===== src/rtl/vcd_defines.vh =====
// Overview of operation
// - Channel is 8-bit counter from zero
// - Valid high marks channel and data meaningful
// - Channel identifier stays with its sample
// - One valid/channel pair, several data wires
// - Valid, channel, data leave same cycle
// - Frame channels occupy consecutive cycles
// - Channels numbered 0 to N-1
// - One channel: channel 0, valid high at most every second cycle
// - Frame fits one cycle: counter stays zero
// - Slow rate: valid low in spare slots
// - Three slots, two channels: 0,1,idle
// - Extra wires, channels spread evenly
// - Parallel lanes muxed onto output vector
// - Merge regenerates valid and channel counters
// - Counter runs 0 to per-wire cycles minus one
// - Channel ignored while valid is low
`ifndef VCD_DEFINES_VH
`define VCD_DEFINES_VH
`define VCD_CHAN_W      8
`define VCD_CHAN_RST    8'h00
`define VCD_CHAN_COUNT  4
`define VCD_DATA_W      16
`define VCD_PERIOD      3
`define VCD_ST_IDLE     2'h1
`define VCD_ST_EMIT     2'h2
`endif


===== src/rtl/vcd_link.v =====
`timescale 1ns/10ps
`include "vcd_defines.vh"
module vcd_link #(
  parameter CHAN_COUNT = `VCD_CHAN_COUNT,
  parameter DATA_W     = `VCD_DATA_W,
  parameter PERIOD     = `VCD_PERIOD,
  parameter WIRES      = (CHAN_COUNT + PERIOD - 1) / PERIOD
) (
  input  wire                    core_clk,
  input  wire                    sys_rst,
  input  wire                    in_valid,
  input  wire [`VCD_CHAN_W-1:0]  in_channel,
  input  wire [DATA_W-1:0]       in_data,
  output reg                     out_valid,
  output reg  [`VCD_CHAN_W-1:0]  out_channel,
  output wire [WIRES*DATA_W-1:0] out_data,
  output reg                     frame_overrun
);
  // Per-wire channel cycles, even spread over the wires
  localparam CYCLES = (CHAN_COUNT + WIRES - 1) / WIRES;
  localparam [`VCD_CHAN_W-1:0] PER_LAST = PERIOD - 1;
  localparam [`VCD_CHAN_W-1:0] CYC_LAST = CYCLES - 1;
  localparam [`VCD_CHAN_W-1:0] CH_LAST  = CHAN_COUNT - 1;
  localparam [1:0] ST_IDLE = `VCD_ST_IDLE;
  localparam [1:0] ST_EMIT = `VCD_ST_EMIT;

  reg  [DATA_W-1:0]            cap_mem [0:CHAN_COUNT-1];
  reg  [CHAN_COUNT*DATA_W-1:0] emit_bus;
  reg  [`VCD_CHAN_W-1:0]       per_cnt;
  reg  [`VCD_CHAN_W-1:0]       slot;
  reg  [1:0]                   state;
  reg  [1:0]                   next_state;
  reg                          ready;
  wire                         frame_done;
  wire                         per_tick;
  wire                         start;
  wire                         emitting;

  // Capture by decoding valid and channel, never by counting cycles
  assign frame_done = in_valid && in_channel == CH_LAST;
  assign per_tick   = per_cnt == `VCD_CHAN_RST;
  assign start      = per_tick && ready && state == ST_IDLE;
  assign emitting   = state == ST_EMIT;

  genvar g;
  generate
    for (g = 0; g < CHAN_COUNT; g = g + 1) begin : g_chan
      localparam [`VCD_CHAN_W-1:0] CH = g;
      always @(posedge core_clk or posedge sys_rst) begin
        if (sys_rst) begin
          cap_mem[g] <= {DATA_W{1'b0}};
        end else if (in_valid && in_channel == CH) begin
          cap_mem[g] <= in_data;
        end
      end
      // Frame copy keeps the outgoing frame stable while the next fills
      always @(posedge core_clk or posedge sys_rst) begin
        if (sys_rst) begin
          emit_bus[g*DATA_W +: DATA_W] <= {DATA_W{1'b0}};
        end else if (start) begin
          emit_bus[g*DATA_W +: DATA_W] <= cap_mem[g];
        end
      end
    end
  endgenerate

  // Frame-rate divider: one slot group every PERIOD clocks
  always @(posedge core_clk or posedge sys_rst) begin
    if (sys_rst) begin
      per_cnt <= `VCD_CHAN_RST;
    end else if (per_cnt == PER_LAST) begin
      per_cnt <= `VCD_CHAN_RST;
    end else begin
      per_cnt <= per_cnt + 8'h01;
    end
  end

  // Completion set wins over the clear taken at frame start
  always @(posedge core_clk or posedge sys_rst) begin
    if (sys_rst) begin
      ready         <= 1'b0;
      frame_overrun <= 1'b0;
    end else begin
      ready         <= frame_done | (ready & ~start);
      frame_overrun <= frame_done & ready & ~start;
    end
  end

  always @* begin
    next_state = state;
    case (state)
      ST_IDLE: begin
        if (start) begin
          next_state = ST_EMIT;
        end
      end
      ST_EMIT: begin
        if (slot == CYC_LAST) begin
          next_state = ST_IDLE;
        end
      end
      default: begin
        next_state = ST_IDLE;
      end
    endcase
  end

  always @(posedge core_clk or posedge sys_rst) begin
    if (sys_rst) begin
      state <= ST_IDLE;
      slot  <= `VCD_CHAN_RST;
    end else begin
      state <= next_state;
      if (start || slot == CYC_LAST) begin
        slot <= `VCD_CHAN_RST;
      end else if (emitting) begin
        slot <= slot + 8'h01;
      end
    end
  end

  // Valid and channel take one register stage, as the lane data does, so all leave together
  always @(posedge core_clk or posedge sys_rst) begin
    if (sys_rst) begin
      out_valid   <= 1'b0;
      out_channel <= `VCD_CHAN_RST;
    end else begin
      out_valid   <= emitting;
      out_channel <= emitting ? slot : `VCD_CHAN_RST;
    end
  end

  generate
    for (g = 0; g < WIRES; g = g + 1) begin : g_wire
      vcd_wire_lane #(
        .CHAN_COUNT (CHAN_COUNT),
        .DATA_W     (DATA_W),
        .CYCLES     (CYCLES),
        .WIRE       (g)
      ) u_lane (
        .core_clk   (core_clk),
        .sys_rst    (sys_rst),
        .load       (emitting),
        .slot       (slot),
        .frame_bus  (emit_bus),
        .lane_data  (out_data[g*DATA_W +: DATA_W])
      );
    end
  endgenerate
endmodule // vcd_link


===== src/rtl/vcd_wire_lane.v =====
`timescale 1ns/10ps
`include "vcd_defines.vh"
module vcd_wire_lane #(
  parameter CHAN_COUNT = `VCD_CHAN_COUNT,
  parameter DATA_W     = `VCD_DATA_W,
  parameter CYCLES     = 2,
  parameter WIRE       = 0
) (
  input  wire                         core_clk,
  input  wire                         sys_rst,
  input  wire                         load,
  input  wire [`VCD_CHAN_W-1:0]       slot,
  input  wire [CHAN_COUNT*DATA_W-1:0] frame_bus,
  output reg  [DATA_W-1:0]            lane_data
);
  reg     [DATA_W-1:0] next_lane;
  integer              i;

  // Wire WIRE carries channels WIRE*CYCLES .. WIRE*CYCLES+CYCLES-1
  always @* begin
    next_lane = {DATA_W{1'b0}};
    for (i = 0; i < CYCLES; i = i + 1) begin
      if (load && slot == i[`VCD_CHAN_W-1:0] &&
          WIRE * CYCLES + i < CHAN_COUNT) begin
        next_lane = frame_bus[(WIRE*CYCLES+i)*DATA_W +: DATA_W];
      end
    end
  end

  always @(posedge core_clk or posedge sys_rst) begin
    if (sys_rst) begin
      lane_data <= {DATA_W{1'b0}};
    end else begin
      lane_data <= next_lane;
    end
  end
endmodule // vcd_wire_lane


===== config.mk =====
export PLATFORM = sky130hd
export DESIGN_NAME = vcd_link
export DESIGN_NICKNAME = d
export VERILOG_FILES = /design/src/rtl/vcd_link.v /design/src/rtl/vcd_wire_lane.v
export VERILOG_INCLUDE_DIRS = /design/src /design/src/rtl
export SDC_FILE = /design/constraint.sdc
export NUM_CORES = 1
export LEC_CHECK = 0
export BUFFER_PORTS_ARGS = -buffer_cell sky130_fd_sc_hd__buf_2
export CAP_MARGIN = 15
export CORE_MARGIN = 5
export CORE_UTILIZATION = 61
export CTS_BUF_LIST = sky130_fd_sc_hd__clkbuf_16
export CTS_CLUSTER_DIAMETER = 150
export CTS_CLUSTER_SIZE = 10
export DETAILED_ROUTE_END_ITERATION = 8
export PLACE_DENSITY_LB_ADDON = 0.15
export SYNTH_ARGS = -nofsm -noshare
export SYNTH_HDL_FRONTEND = slang
export SYNTH_SLANG_ARGS = --single-unit

===== constraint.sdc =====
create_clock -name core_clk -period 15.88 [get_ports core_clk]
set_input_delay 3.176 -clock core_clk [delete_from_list [all_inputs] [get_ports core_clk]]
set_output_delay 3.176 -clock core_clk [all_outputs]
set_load 0.02 [all_outputs]

==> run summary, run 1 <==
FINAL LAYOUT
---------------------------------------------------------------------------------
Area growth syn-to-layout ..........................................        13.7%
Filler cells .......................................................          835
Ratio of cells with drive above 1 in the final layout ..............        38.8%
Antenna Diode Count ................................................            0
Nets ...............................................................          615

LOGIC SYNTHESIS
---------------------------------------------------------------------------------
Post-synth design cell area ........................................     7370 µm²
Count of warnings emitted by yosys .................................            0
Synthesized-area fraction occupied by xor and xnor cells ...........       0.951%
Complex-gate fraction of the synthesized area ......................        3.70%
Cells taking the most area after synthesis ......................... dfrtp_1 64%, mux2_2 19%, nand3b_1 2.2%
Portion of synthesized cell area occupied by the leading cell type .        63.8%
Post-synthesis async set-or-reset flop share .......................         100%
Total nets after synthesis .........................................          548
Most area-hungry cell type in the Yosys netlist ....................      dfrtp_1
Most used DFF post-synth ...........................................      dfrtp_1
Sequential share of the synthesized area ...........................        64.2%
Syn Area/Cell ......................................................     14.3 µm²
Count of flip-flops with a built-in enable after synthesis .........            0
Simple logic cell fraction of the synthesized area .................        8.23%
Area share of fa/ha/maj cells after synthesis ......................        1.02%
Flop and latch count out of synthesis ..............................          189
Synth unique cells .................................................           37
Post-synthesis instance total ......................................          515
Portion of netlist area occupied by mux cells ......................        19.7%
Largest family of logic cells by synthesized area .................. multiplexers

CLOCKING
---------------------------------------------------------------------------------
CTS clock-pin slew for the worst setup and hold paths ..............      0.06 ns
TritonCTS clock tree ...............................................        built
Hold-fix buffers, CTS ..............................................            0
Root Driver ........................................................    clkbuf_16
Buffer levels on the longest clock path ............................            2
Insertion delay to the later sink of the worst-skew pair ...........      0.42 ns
CTS sink cnt .......................................................          189
Post-CTS resize count ..............................................            0
Buffers inserted during post-CTS setup optimization ................            0
H-tree depth .......................................................            4
Number of buffers inserted during clock tree synthesis .............           17

GRT
---------------------------------------------------------------------------------
Global-route wire length before repair .............................    23,500 µm
Maximum number of pins on one net before global-route repair .......           86
Number of antenna violations at the first check in global routing ..            0
Via count of the first global-routing pass .........................        4,596
Residual overflow from global routing ..............................            0
Global router's overall resource usage .............................        20.9%

CRITICAL PATH
---------------------------------------------------------------------------------
Worst Setup Start Kind .............................................   input port
Critical path arrival ..............................................      5.08 ns
CP peak stage delay ................................................      0.83 ns
Cell chain of the critical path .................................... buf_2, nor4b_2, nand3_1, mux2_2
Startpoint-to-endpoint class of the critical path .................. input port to register
Worst Path Required ................................................     16.18 ns
Critical-path top delay cell .......................................      nand3_1
Type of element capturing the critical path ........................     register
Crit path max fanout ...............................................           16

FLOORPLAN
---------------------------------------------------------------------------------
Vertical die dimension .............................................       120 µm
Die footprint ......................................................   14,400 µm²
Top-level port count ...............................................           69
Count of standard-cell rows ........................................           40
Horizontal die dimension ...........................................       120 µm
Starting density of the core .......................................        61.9%
Core ar. ...........................................................   11,900 µm²

ROUTING
---------------------------------------------------------------------------------
Drt total wl .......................................................    13,600 µm
Routed Antenna Nets ................................................            0
Total number of vias ...............................................        4,251
Final routed wire length divided by cell count .....................      18.3 µm
Starting DRC count in detailed routing .............................          230
Router iterations before antenna repair ............................            4
Number of design rule violations left after detail routing .........            0
Vias per std cell ..................................................         5.73

PLACEMENT
---------------------------------------------------------------------------------
Final weighted congestion in routability-driven placement ..........        0.752
Detail Placement HPWL ..............................................      8340 µm
Worst slack at placement ...........................................     10.54 ns
Count of input and output buffers ..................................           68

HOLD PATH
---------------------------------------------------------------------------------
Min-Delay Path Class ............................................... register to register

TIMING
---------------------------------------------------------------------------------
Relative slew margins ..............................................        29.6%
Final count of hold timing violations ..............................            0
Peak clock frequency supported by timing ...........................      209 MHz
Worst path setup slack after routing ...............................     11.10 ns
Number of max-slew violations in the final report ..................            0
Final setup violating endpoints ....................................            0
Summed negative setup slack over all endpoints .....................         0 ns
Final cycle utilization of the critical path .......................        30.1%
Measured slew at the worst slew-check pin ..........................      1.05 ns
Setup repair after global routing missed its margin ................           no
Largest clock skew in the final design .............................   0.00590 ns
Post-layout min period .............................................      4.78 ns

POWER AND IR DROP
---------------------------------------------------------------------------------
Power density over the cells .......................................   114 nW/µm²
Worst voltage drop across the vdd grid .............................    0.0671 mV
P_leak .............................................................      4.22 nW

OUTCOME
---------------------------------------------------------------------------------
Run status .........................................................    completed

RUN
---------------------------------------------------------------------------------
# Max-Cap Violations ...............................................            0

[cell families after synthesis]
group	count (synthesis)
adders and majority gates	6
AOI/OAI and AO/OA	45
xor gates and xnor gates	8
buffers and inverters	33
muxes	129
DFF	189
and+or+nand+nor	105
[state kept, by name, indices dropped and copies added, names as in the netlist]
signal and cells:
out_channel 8, out_valid 1, g_wire.u_lane.lane_data 32, ready 1, frame_overrun 1, per_cnt 8
emit_bus 64, state 2, cap_mem 64, slot 8
[final cells by class]
cell class / instances / area (µm²) / area share [%]
clock buffer: 17 / 425 / 5.07
clock inverter: 15 / 154 / 1.84
inverter: 9 / 38.8 / 0.463
multi-input combinational: 293 / 2480 / 29.6
sequential: 189 / 4730 / 56.4
tap: 147 / 184 / 2.19
timing repair buffer: 72 / 370 / 4.42
[critical path: cells and delay by family]
kind,cells,cell delay [ns]
buf+inv,1,0.10
mux,1,0.58
simple gates,2,1.22
[power by group]
| group | switching (mW) | leakage (nW) | internal, mW |
|---|---|---|---|
| Combinational | 0.0216 | 1.32 | 0.0161 |
| Sequential | 0.00760 | 2.62 | 0.496 |
| Clock | 0.169 | 0.282 | 0.244 |
| Total | 0.198 | 4.22 | 0.756 |
[metrics by stage]
step           hold WS (ns)  total power [mW]  area [µm²]  instances  util [%]
4_1_cts               0.498             0.962        8380        742      70.4
5_1_grt               0.512             0.993        8380        742      70.4
2_1_floorplan         0.459             0.537        7370        515         -
3_3_place_gp          0.473             0.549        7800        710      65.5
3_5_place_dp          0.483             0.551        7800        710      65.5
6_report              0.496             0.955        8380        742      70.4
[worst paths after layout]
kind / depth (start not counted) / slack (ns) / startpoint / endpoint
hold / removal: 1 / 0.50 / cap_mem[4]$_DFFE_PP0P_ / emit_bus[52]$_DFFE_PP0P_
setup reg to reg: 4 / 13.09 / per_cnt[2]$_DFF_PP0_ / emit_bus[20]$_DFFE_PP0P_
setup / recovery: 4 / 11.10 / in_channel[4] / cap_mem[46]$_DFFE_PP0P_
hold reg to reg: 1 / 0.50 / cap_mem[4]$_DFFE_PP0P_ / emit_bus[52]$_DFFE_PP0P_
max in group asynchronous: 4 / 11.11 / sys_rst / emit_bus[17]$_DFFE_PP0P_
min in group asynchronous: 2 / 2.76 / sys_rst / slot[5]$_DFFE_PP0P_
[Yosys cell counts, types with 3 or more instances]
library cell    n
inv_1           8
nand3b_1       22
nor3_1          5
clkbuf_1       17
o21ai_0         6
ha_1            6
nand2_1        22
nand3_1        12
or3_1           4
and3_1          3
dfrtp_1       188
mux2_2        124
buf_6           5
mux2_1          4
a21oi_1        20
nor2b_1         3
and2_1          5
a211oi_1        5
nor2_1         18
xnor2_1         7
a22oi_1        12
[metal layers]
layer | vias to the layer above | global-route usage [%] | share of wire (%)
met4 | 0 | 6.94 | 1.5
met5 | - | 0 | 0
met3 | 17 | 4.67 | 3.9
met1 | 2201 | 27.0 | 43
li1 | 1952 | - | -
met2 | 81 | 35.4 | 52
[cell usage in the layout (no fill, tap or decap), types with 2 or more instances in the layout]
cell type   count
buf_2          68
mux2_1          4
dfrtp_1       188
clkbuf_16      17
and2_1          5
nand4b_1        2
and3_1          3
ha_1            6
mux2_2        124
clkinvlp_4      2
nand2_1        22
a22oi_1        12
bufinv_16       3
a21oi_1        20
clkinv_1        5
nor2_1         18
nor3_1          5
xnor2_1         7
or3_1           4
clkinv_2        5
nand3_1        11
inv_1           7
a211oi_1        5
or4_4           2
o21ai_0         6
nand3b_1       22
nor2b_1         3
buf_4           4
(Power assumes the default switching activity.)
==> run 2, diff against run 1 <==
--- a/config.mk
+++ b/config.mk
@@ -6,10 +6,11 @@
 export SDC_FILE = /design/constraint.sdc
 export NUM_CORES = 1
 export LEC_CHECK = 0
+export ABC_AREA = 1
 export BUFFER_PORTS_ARGS = -buffer_cell sky130_fd_sc_hd__buf_2
 export CAP_MARGIN = 15
 export CORE_MARGIN = 5
-export CORE_UTILIZATION = 61
+export CORE_UTILIZATION = 59
 export CTS_BUF_LIST = sky130_fd_sc_hd__clkbuf_16
 export CTS_CLUSTER_DIAMETER = 150
 export CTS_CLUSTER_SIZE = 10
==> constraint.sdc (replaced) <==
create_clock -name core_clk -period 4.78 [get_ports core_clk]
set_input_delay 0.956 -clock core_clk [delete_from_list [all_inputs] [get_ports core_clk]]
set_output_delay 0.956 -clock core_clk [all_outputs]
set_load 0.02 [all_outputs]
==> run 2 against run 1 <==
Effect of this change:
- total power grew to 3.6 times the previous value
- clock power grew to 3.9 times the previous value
- core utilization fell by 2.5 points
- count of clock-buffer cells in the layout is the same
- sequential cell count unchanged
- area after synthesis rose by 5.9%
- critical path depth grew 6
- register-to-register slack worse by 11 ns
- worst setup slack got worse by 8.9 ns
- sequential power grew to 3.3 times the previous value
- via count increased by 37%
- largest power group unchanged
==> run summary, run 2 <==
TIMING
---------------------------------------------------------------------------------
Number of max-slew violations in the final report ..................            0   unchanged
Setup repair after global routing missed its margin ................           no
Final cycle utilization of the critical path .......................        54.3%
Worst hold-check slack .............................................     0.474 ns   -0.0220 ns
Post-layout min period .............................................      2.59 ns
Relative slew margins ..............................................        33.0%   +3.5 points
Peak clock frequency supported by timing ...........................      386 MHz
Final setup violating endpoints ....................................            0   unchanged
Final count of hold timing violations ..............................            0   unchanged
Measured slew at the worst slew-check pin ..........................      1.00 ns   -0.0509 ns
Summed negative setup slack over all endpoints .....................         0 ns   unchanged
Largest clock skew in the final design .............................   0.00856 ns   +0.00265 ns

FLOORPLAN
---------------------------------------------------------------------------------
Core ar. ...........................................................   13,100 µm²   +9.9%
Starting density of the core .......................................        59.6%   -2.3 points
Top-level port count ...............................................           69   unchanged
Count of standard-cell rows ........................................           42   +5.0%
Die footprint ......................................................   15,600 µm²   +8.6%
Vertical die dimension .............................................       125 µm   +4.2%
Horizontal die dimension ...........................................       125 µm   +4.2%

LOGIC SYNTHESIS
---------------------------------------------------------------------------------
Count of flip-flops with a built-in enable after synthesis .........            0   unchanged
Synthesized-area fraction occupied by xor and xnor cells ...........       0.674%   -0.28 points
Most numerous cell in the Yosys netlist ............................      nand2_1
Cells taking the most area after synthesis ......................... dfrtp_1 60%, nand2_1 17%, nand3_1 5.0%
Sequential share of the synthesized area ...........................        60.6%   -3.6 points
Post-synthesis async set-or-reset flop share .......................         100%   unchanged
Syn Area/Cell ......................................................     9.21 µm²   -36%
Synth unique cells .................................................           26   -30%
Post-synthesis instance total ......................................          847   +64%
Total nets after synthesis .........................................          880   +61%
Most used DFF post-synth ...........................................      dfrtp_1
Post-synth design cell area ........................................     7800 µm²   +5.9%
Most area-hungry cell type in the Yosys netlist ....................      dfrtp_1
Largest family of logic cells by synthesized area .................. simple AND/OR/NAND/NOR gates
Flop and latch count out of synthesis ..............................          189   unchanged
Portion of synthesized cell area occupied by the leading cell type .        60.3%   -3.5 points
Count of warnings emitted by yosys .................................            0   unchanged
Commonest cells in the synthesized netlist ......................... 356 x nand2_1, 188 x dfrtp_1, 78 x nand3_1, 54 x nand2_2, 33 x nand4_1
Complex-gate fraction of the synthesized area ......................       0.449%   -3.3 points
Portion of netlist area occupied by mux cells ......................           0%   -20 points
Simple logic cell fraction of the synthesized area .................        32.0%   +24 points
Area share of fa/ha/maj cells after synthesis ......................       0.962%   -0.056 points

CLOCKING
---------------------------------------------------------------------------------
TritonCTS clock tree ...............................................        built
Buffers inserted during post-CTS setup optimization ................            0   unchanged
CTS sink cnt .......................................................          189   unchanged
Number of buffers inserted during clock tree synthesis .............           17   unchanged
CTS clock-pin slew for the worst setup and hold paths ..............      0.07 ns   about the same
H-tree depth .......................................................            4   unchanged
Post-CTS resize count ..............................................            0   unchanged
Root Driver ........................................................    clkbuf_16
Buffer levels on the longest clock path ............................            2   unchanged
Hold-fix buffers, CTS ..............................................            0   unchanged
Insertion delay to the later sink of the worst-skew pair ...........      0.43 ns   about the same

OUTCOME
---------------------------------------------------------------------------------
Run status .........................................................    completed

CRITICAL PATH
---------------------------------------------------------------------------------
Critical path arrival ..............................................      2.96 ns   -2.12 ns
Type of element capturing the critical path ........................     register
Endpoint of the worst-slack reg-to-reg timing path ................. emit_bus[8]$_DFFE_PP0P_
Worst-case register-to-register setup slack ........................      2.19 ns   -10.90 ns
Logic depth of the worst register-to-register path .................           10   +6
Crit path capture .................................................. emit_bus[8]$_DFFE_PP0P_
Worst flop-to-flop path startpoint ................................. per_cnt[0]$_DFF_PP0_
Worst Path Required ................................................      5.15 ns   -11.03 ns
Crit path max fanout ...............................................           69   +53
Startpoint-to-endpoint class of the critical path .................. register to register
Source of the critical timing path ................................. per_cnt[0]$_DFF_PP0_
Worst Setup Start Kind .............................................     register

FINAL LAYOUT
---------------------------------------------------------------------------------
Antenna Diode Count ................................................            0   unchanged
Highest-count cells in the layout ignoring fill and taps ........... 356 x nand2_1, 188 x dfrtp_1, 78 x nand3_1, 68 x buf_2, 54 x nand2_2
Largest registers ranked by flip-flop count ........................ cap_mem x64, emit_bus x64, g_wire.u_lane.lane_data x32
Ratio of cells with drive above 1 in the final layout ..............        19.4%   -19 points
Finished layout cell area ..........................................     8880 µm²   +6.0%
Final core occ .....................................................        67.9%   -2.5 points
Nets ...............................................................          936   +52%
Area growth syn-to-layout ..........................................        13.9%
Final cell count without fillers ...................................        1,092   +47%
Most common cell after layout, fill and taps aside .................      nand2_1

ROUTING
---------------------------------------------------------------------------------
Wire length on met1 ................................................      7720 µm   +32%
Final routed wire length divided by cell count .....................      15.7 µm   -14%
Met2 WL ............................................................      7860 µm   +12%
Routed Antenna Nets ................................................            0   unchanged
Starting DRC count in detailed routing .............................          442   +92%
Router iterations before antenna repair ............................            5   +1
Vias per std cell ..................................................         5.32   -7.2%
Metal3 WL ..........................................................      1100 µm   +110%
Total number of vias ...............................................        5,805   +37%
Number of design rule violations left after detail routing .........            0   unchanged
Top routing layer in use ...........................................         met4
Drt total wl .......................................................    17,100 µm   +26%

GRT
---------------------------------------------------------------------------------
Global-route wire length before repair .............................    29,200 µm   +24%
Maximum number of pins on one net before global-route repair .......           93   +8.1%
Global router's overall resource usage .............................        23.2%   +2.3 points
Number of antenna violations at the first check in global routing ..            0   unchanged
Residual overflow from global routing ..............................            0   unchanged
Via count of the first global-routing pass .........................        5,676   +23%

PLACEMENT
---------------------------------------------------------------------------------
Inst Count DP ......................................................        1,059   +49%
Final weighted congestion in routability-driven placement ..........        0.847   +13%
Placed cell areas ..................................................     8160 µm²   +4.6%
Count of input and output buffers ..................................           68   unchanged
Detail Placement HPWL ..............................................    11,100 µm   +33%

HOLD PATH
---------------------------------------------------------------------------------
Min-Delay Path Class ............................................... register to register

RUN
---------------------------------------------------------------------------------
# Max-Cap Violations ...............................................            0   unchanged

POWER AND IR DROP
---------------------------------------------------------------------------------
Power density over the cells .......................................   387 nW/µm²   +240%
P_leak .............................................................      5.11 nW   +21%
Worst voltage drop across the vdd grid .............................     0.281 mV   +320%

[run 2: cell types whose count changed after synthesis, moves of 6 or more]
cell / delta
inv_1: +21
a22oi_1: -12
nor2_1: +12
buf_2: +22
nand2_2: +54
nand4_1: +33
nand2_1: +334
nand3b_1: -22
a21oi_1: -15
nand3_1: +66
xnor2_1: -6
mux2_2: -124
clkbuf_1: -10
[run 2: worst max-delay path, cell delays in order, from the launching register on]
cell,delay (ns)
dfrtp_1,0.41
inv_1,0.09
ha_1,0.16
nand2_1,0.05
nor3_1,0.18
nand2_2,0.07
buf_4,0.34
inv_2,0.58
buf_4,0.46
nand2_2,0.08
nand2_1,0.07
[run 2: through the flow]
step / power (mW) / setup slack (ns)
2_1_floorplan: 1.78 / 1.39
3_3_place_gp: 1.83 / 2.14
3_5_place_dp: 1.84 / 2.09
4_1_cts: 3.47 / 2.05
5_1_grt: 3.56 / 2.00
6_report: 3.44 / 2.19
[run 2: report_power, final]
group          switching, mW  internal [mW]  total [mW]
combinational         0.0953         0.0358       0.131
clock                  0.596           1.03        1.63
sequential            0.0324           1.65        1.68
[run 2: per-layer routing]
layer	vias up	global-route usage, %
met5	-	0
met4	0	8.42
met3	30	5.29
met2	192	35.1
met1	2799	33.5
li1	2784	-
[run 2: how the worst min path moves through the flow]
| stage | from | endpoint | slack (ns) | depth (start not counted) |
|---|---|---|---|---|
| after global placement | cap_mem[13]$_DFFE_PP0P_ | emit_bus[61]$_DFFE_PP0P_ | 0.45 | 2 |
| after global routing | cap_mem[11]$_DFFE_PP0P_ | emit_bus[59]$_DFFE_PP0P_ | 0.50 | 2 |
| after detailed placement | cap_mem[16]$_DFFE_PP0P_ | emit_bus[32]$_DFFE_PP0P_ | 0.46 | 2 |
| after floorplan | cap_mem[11]$_DFFE_PP0P_ | cap_mem[11]$_DFFE_PP0P_ | 0.44 | 2 |
| after CTS | cap_mem[12]$_DFFE_PP0P_ | cap_mem[12]$_DFFE_PP0P_ | 0.48 | 2 |
| final | cap_mem[12]$_DFFE_PP0P_ | cap_mem[12]$_DFFE_PP0P_ | 0.47 | 2 |
[run 2: logic make-up after synthesis]
family,after synthesis
AOI/OAI and AO/OA,7
buffers and inverters,75
xor gates and xnor gates,6
DFF,189
adders and majority gates,6
and+or+nand+nor,564
[run 2: area by class of cell]
type,instances,area (µm²)
clock buffers,17,425
clock inverters,15,268
fillers,1060,4200
inverters,34,131
multi-input cells,583,2660
flip-flops and latches,189,4730
well taps,176,220
repair buffers,78,448
==> run 3, diff against run 2 <==
==> constraint.sdc (replaced) <==
create_clock -name core_clk -period 2.5 [get_ports core_clk]
set_input_delay 0.5 -clock core_clk [delete_from_list [all_inputs] [get_ports core_clk]]
set_output_delay 0.5 -clock core_clk [all_outputs]
set_load 0.02 [all_outputs]
==> run 3 against run 2 <==
Effect of this change:
- routed wire length shrank 1.4%
- total power rose by 78%
- clock skew down 0.00091 ns
- sequential cell count is the same
- count of clock-buffer cells in the layout did not move
- sequential share of layout area up 0.68 points
- cell count about the same
- clock power rose by 63%
- register-to-register slack lost 1.6 ns
- critical endpoint is now g_wire[0].u_lane.lane_data[12]$_DFF_PP0_
- highest routed layer unchanged
==> run summary, run 3 (synthesis results as in run 2) <==
OUTCOME
--------------------------------------------------------------------------------
Run status ........................................................    completed

ROUTING
--------------------------------------------------------------------------------
Wire length on met1 ...............................................      7640 µm   -1.1%
Routed Antenna Nets ...............................................            0   unchanged
Final routed wire length divided by cell count ....................      15.4 µm   -1.5%
Total number of vias ..............................................        5,850   +0.78%
Vias per std cell .................................................         5.35   +0.68%
Metal3 WL .........................................................      1080 µm   -1.9%
Met2 WL ...........................................................      7760 µm   -1.3%
Top routing layer in use ..........................................         met4
Drt total wl ......................................................    16,900 µm   -1.4%
Router iterations before antenna repair ...........................            5   unchanged
Number of design rule violations left after detail routing ........            0   unchanged
Starting DRC count in detailed routing ............................          455   +2.9%

TIMING
--------------------------------------------------------------------------------
Peak clock frequency supported by timing ..........................      532 MHz   +38%
Largest clock skew in the final design ............................   0.00765 ns   -0.000906 ns
Measured slew at the worst slew-check pin .........................     0.621 ns   -0.381 ns
Setup repair after global routing missed its margin ...............           no
Relative slew margins .............................................        58.6%   +26 points
Worst path setup slack after routing ..............................     0.619 ns   -1.57 ns
Number of max-slew violations in the final report .................            0   unchanged
Final cycle utilization of the critical path ......................        75.2%   +21 points
Final count of hold timing violations .............................            0   unchanged
Final setup violating endpoints ...................................            0   unchanged
Summed negative setup slack over all endpoints ....................         0 ns   unchanged
Post-layout min period ............................................      1.88 ns   -0.713 ns
Worst hold-check slack ............................................     0.247 ns   -0.228 ns

GRT
--------------------------------------------------------------------------------
Global-route wire length before repair ............................    29,100 µm   -0.40%
Number of antenna violations at the first check in global routing .            0   unchanged
Global router's overall resource usage ............................        23.2%   about the same
Via count of the first global-routing pass ........................        5,858   +3.2%
Residual overflow from global routing .............................            0   unchanged
Maximum number of pins on one net before global-route repair ......          106   +14%

CLOCKING
--------------------------------------------------------------------------------
Root Driver .......................................................    clkbuf_16
TritonCTS clock tree ..............................................        built
Insertion delay to the later sink of the worst-skew pair ..........      0.43 ns   about the same
Hold-fix buffers, CTS .............................................            0   unchanged
Buffer levels on the longest clock path ...........................            2   unchanged
CTS sink cnt ......................................................          189   unchanged
H-tree depth ......................................................            4   unchanged
CTS clock-pin slew for the worst setup and hold paths .............      0.06 ns   about the same
Post-CTS resize count .............................................            0   unchanged
Number of buffers inserted during clock tree synthesis ............           17   unchanged
Buffers inserted during post-CTS setup optimization ...............            0   unchanged

FINAL LAYOUT
--------------------------------------------------------------------------------
Antenna Diode Count ...............................................            0   unchanged
Most common cell after layout, fill and taps aside ................      nand2_1
Largest registers ranked by flip-flop count ....................... cap_mem x64, emit_bus x64, g_wire.u_lane.lane_data x32
Nets ..............................................................          937   +0.11%
Highest-count cells in the layout ignoring fill and taps .......... 356 x nand2_1, 188 x dfrtp_1, 78 x nand3_1, 68 x buf_2, 54 x nand2_2
Filler cells ......................................................        1,061   +0.094%
Final core occ ....................................................        67.0%   -0.86 points
Area growth syn-to-layout .........................................        12.4%
Ratio of cells with drive above 1 in the final layout .............        19.0%   -0.46 points

CRITICAL PATH
--------------------------------------------------------------------------------
Worst Path Required ...............................................      2.84 ns   -2.31 ns
Critical path arrival .............................................      2.22 ns   -0.74 ns
Crit path max fanout ..............................................           64   -7.2%
Worst Setup Start Kind ............................................     register
Startpoint-to-endpoint class of the critical path ................. register to register
Type of element capturing the critical path .......................     register
Worst flop-to-flop path startpoint ................................ state[0]$_DFFE_PP1P_
Logic depth of the worst register-to-register path ................            6   -4
Source of the critical timing path ................................ state[0]$_DFFE_PP1P_

FLOORPLAN
--------------------------------------------------------------------------------
Count of standard-cell rows .......................................           42   unchanged
Die footprint .....................................................   15,600 µm²   unchanged
Top-level port count ..............................................           69   unchanged
Vertical die dimension ............................................       125 µm   unchanged
Core ar. ..........................................................   13,100 µm²   unchanged
Horizontal die dimension ..........................................       125 µm   unchanged
Starting density of the core ......................................        59.6%   unchanged

PLACEMENT
--------------------------------------------------------------------------------
Count of input and output buffers .................................           68   unchanged
Final weighted congestion in routability-driven placement .........        0.841   -0.66%
Worst slack at placement ..........................................     0.633 ns   -1.46 ns
Detail Placement HPWL .............................................    11,100 µm   +0.28%

HOLD PATH
--------------------------------------------------------------------------------
Min-Delay Path Class .............................................. input port to async pin

POWER AND IR DROP
--------------------------------------------------------------------------------
Total power draw ..................................................      6.11 mW   +78%
Worst voltage drop across the vdd grid ............................     0.557 mV   +98%
P_leak ............................................................      5.06 nW   -0.89%
Power density over the cells ......................................   696 nW/µm²   +80%

RUN
--------------------------------------------------------------------------------
# Max-Cap Violations ..............................................            0   unchanged

## run 3: cell types whose count changed in the layout (fill, tap and decap cells not counted), sizes merged
cell | previous run | this run
buf | 78 | 79
clkinvlp | 4 | 3
bufinv | 7 | 3
clkinv | 4 | 9
## run 3: path summary, 6_finish.rpt
| check | slack [ns] | end |
|---|---|---|
| worst max register to register | 0.62 | g_wire[0].u_lane.lane_data[12]$_DFF_PP0_ |
| worst max-delay path | 0.62 | g_wire[0].u_lane.lane_data[12]$_DFF_PP0_ |
| min in group core_clk | 0.34 | cap_mem[15]$_DFFE_PP0P_ |
| worst min register to register | 0.47 | cap_mem[22]$_DFFE_PP0P_ |
| worst min-delay path | 0.25 | g_wire[1].u_lane.lane_data[5]$_DFF_PP0_ |
| max in group asynchronous | 1.76 | slot[2]$_DFFE_PP0P_ |
## run 3: through the flow
| step | cells | instance area [µm²] |
|---|---|---|
| 6_report | 1093 | 8770 |
| 5_1_grt | 1093 | 8770 |
| 4_1_cts | 1093 | 8770 |
| 3_5_place_dp | 1061 | 8190 |
| 3_3_place_gp | 1061 | 8190 |
| 2_1_floorplan | 847 | 7810 |
## run 3: cell type report
type	instances	area (µm²)	area share [%]
multi-input combinational	583	2660	30.3
clock inverter	15	155	1.77
inverter	34	131	1.50
clock buffer	17	425	4.85
timing repair buffer	79	448	5.11
tap	176	220	2.51
sequential	189	4730	53.9
## run 3: worst max-delay path: stages, from the launching register on
cell and delay [ns]:
dfstp_2 0.36, inv_1 0.07, nand2_1 0.29, nor2_4 0.18, buf_4 0.53, nand4_1 0.17
nand2_1 0.18
## run 3: metal layers
metal	up-vias	global-route usage [%]
met5	-	0
met3	31	5.12
met2	195	34.8
met1	2838	33.6
li1	2786	-
met4	0	9.12
## run 3: power by group
group          total [mW]  internal [mW]  switching [mW]
combinational       0.247         0.0666           0.180
sequential           3.21           3.15          0.0611
clock                2.65           1.55            1.10
total                6.11           4.77            1.34
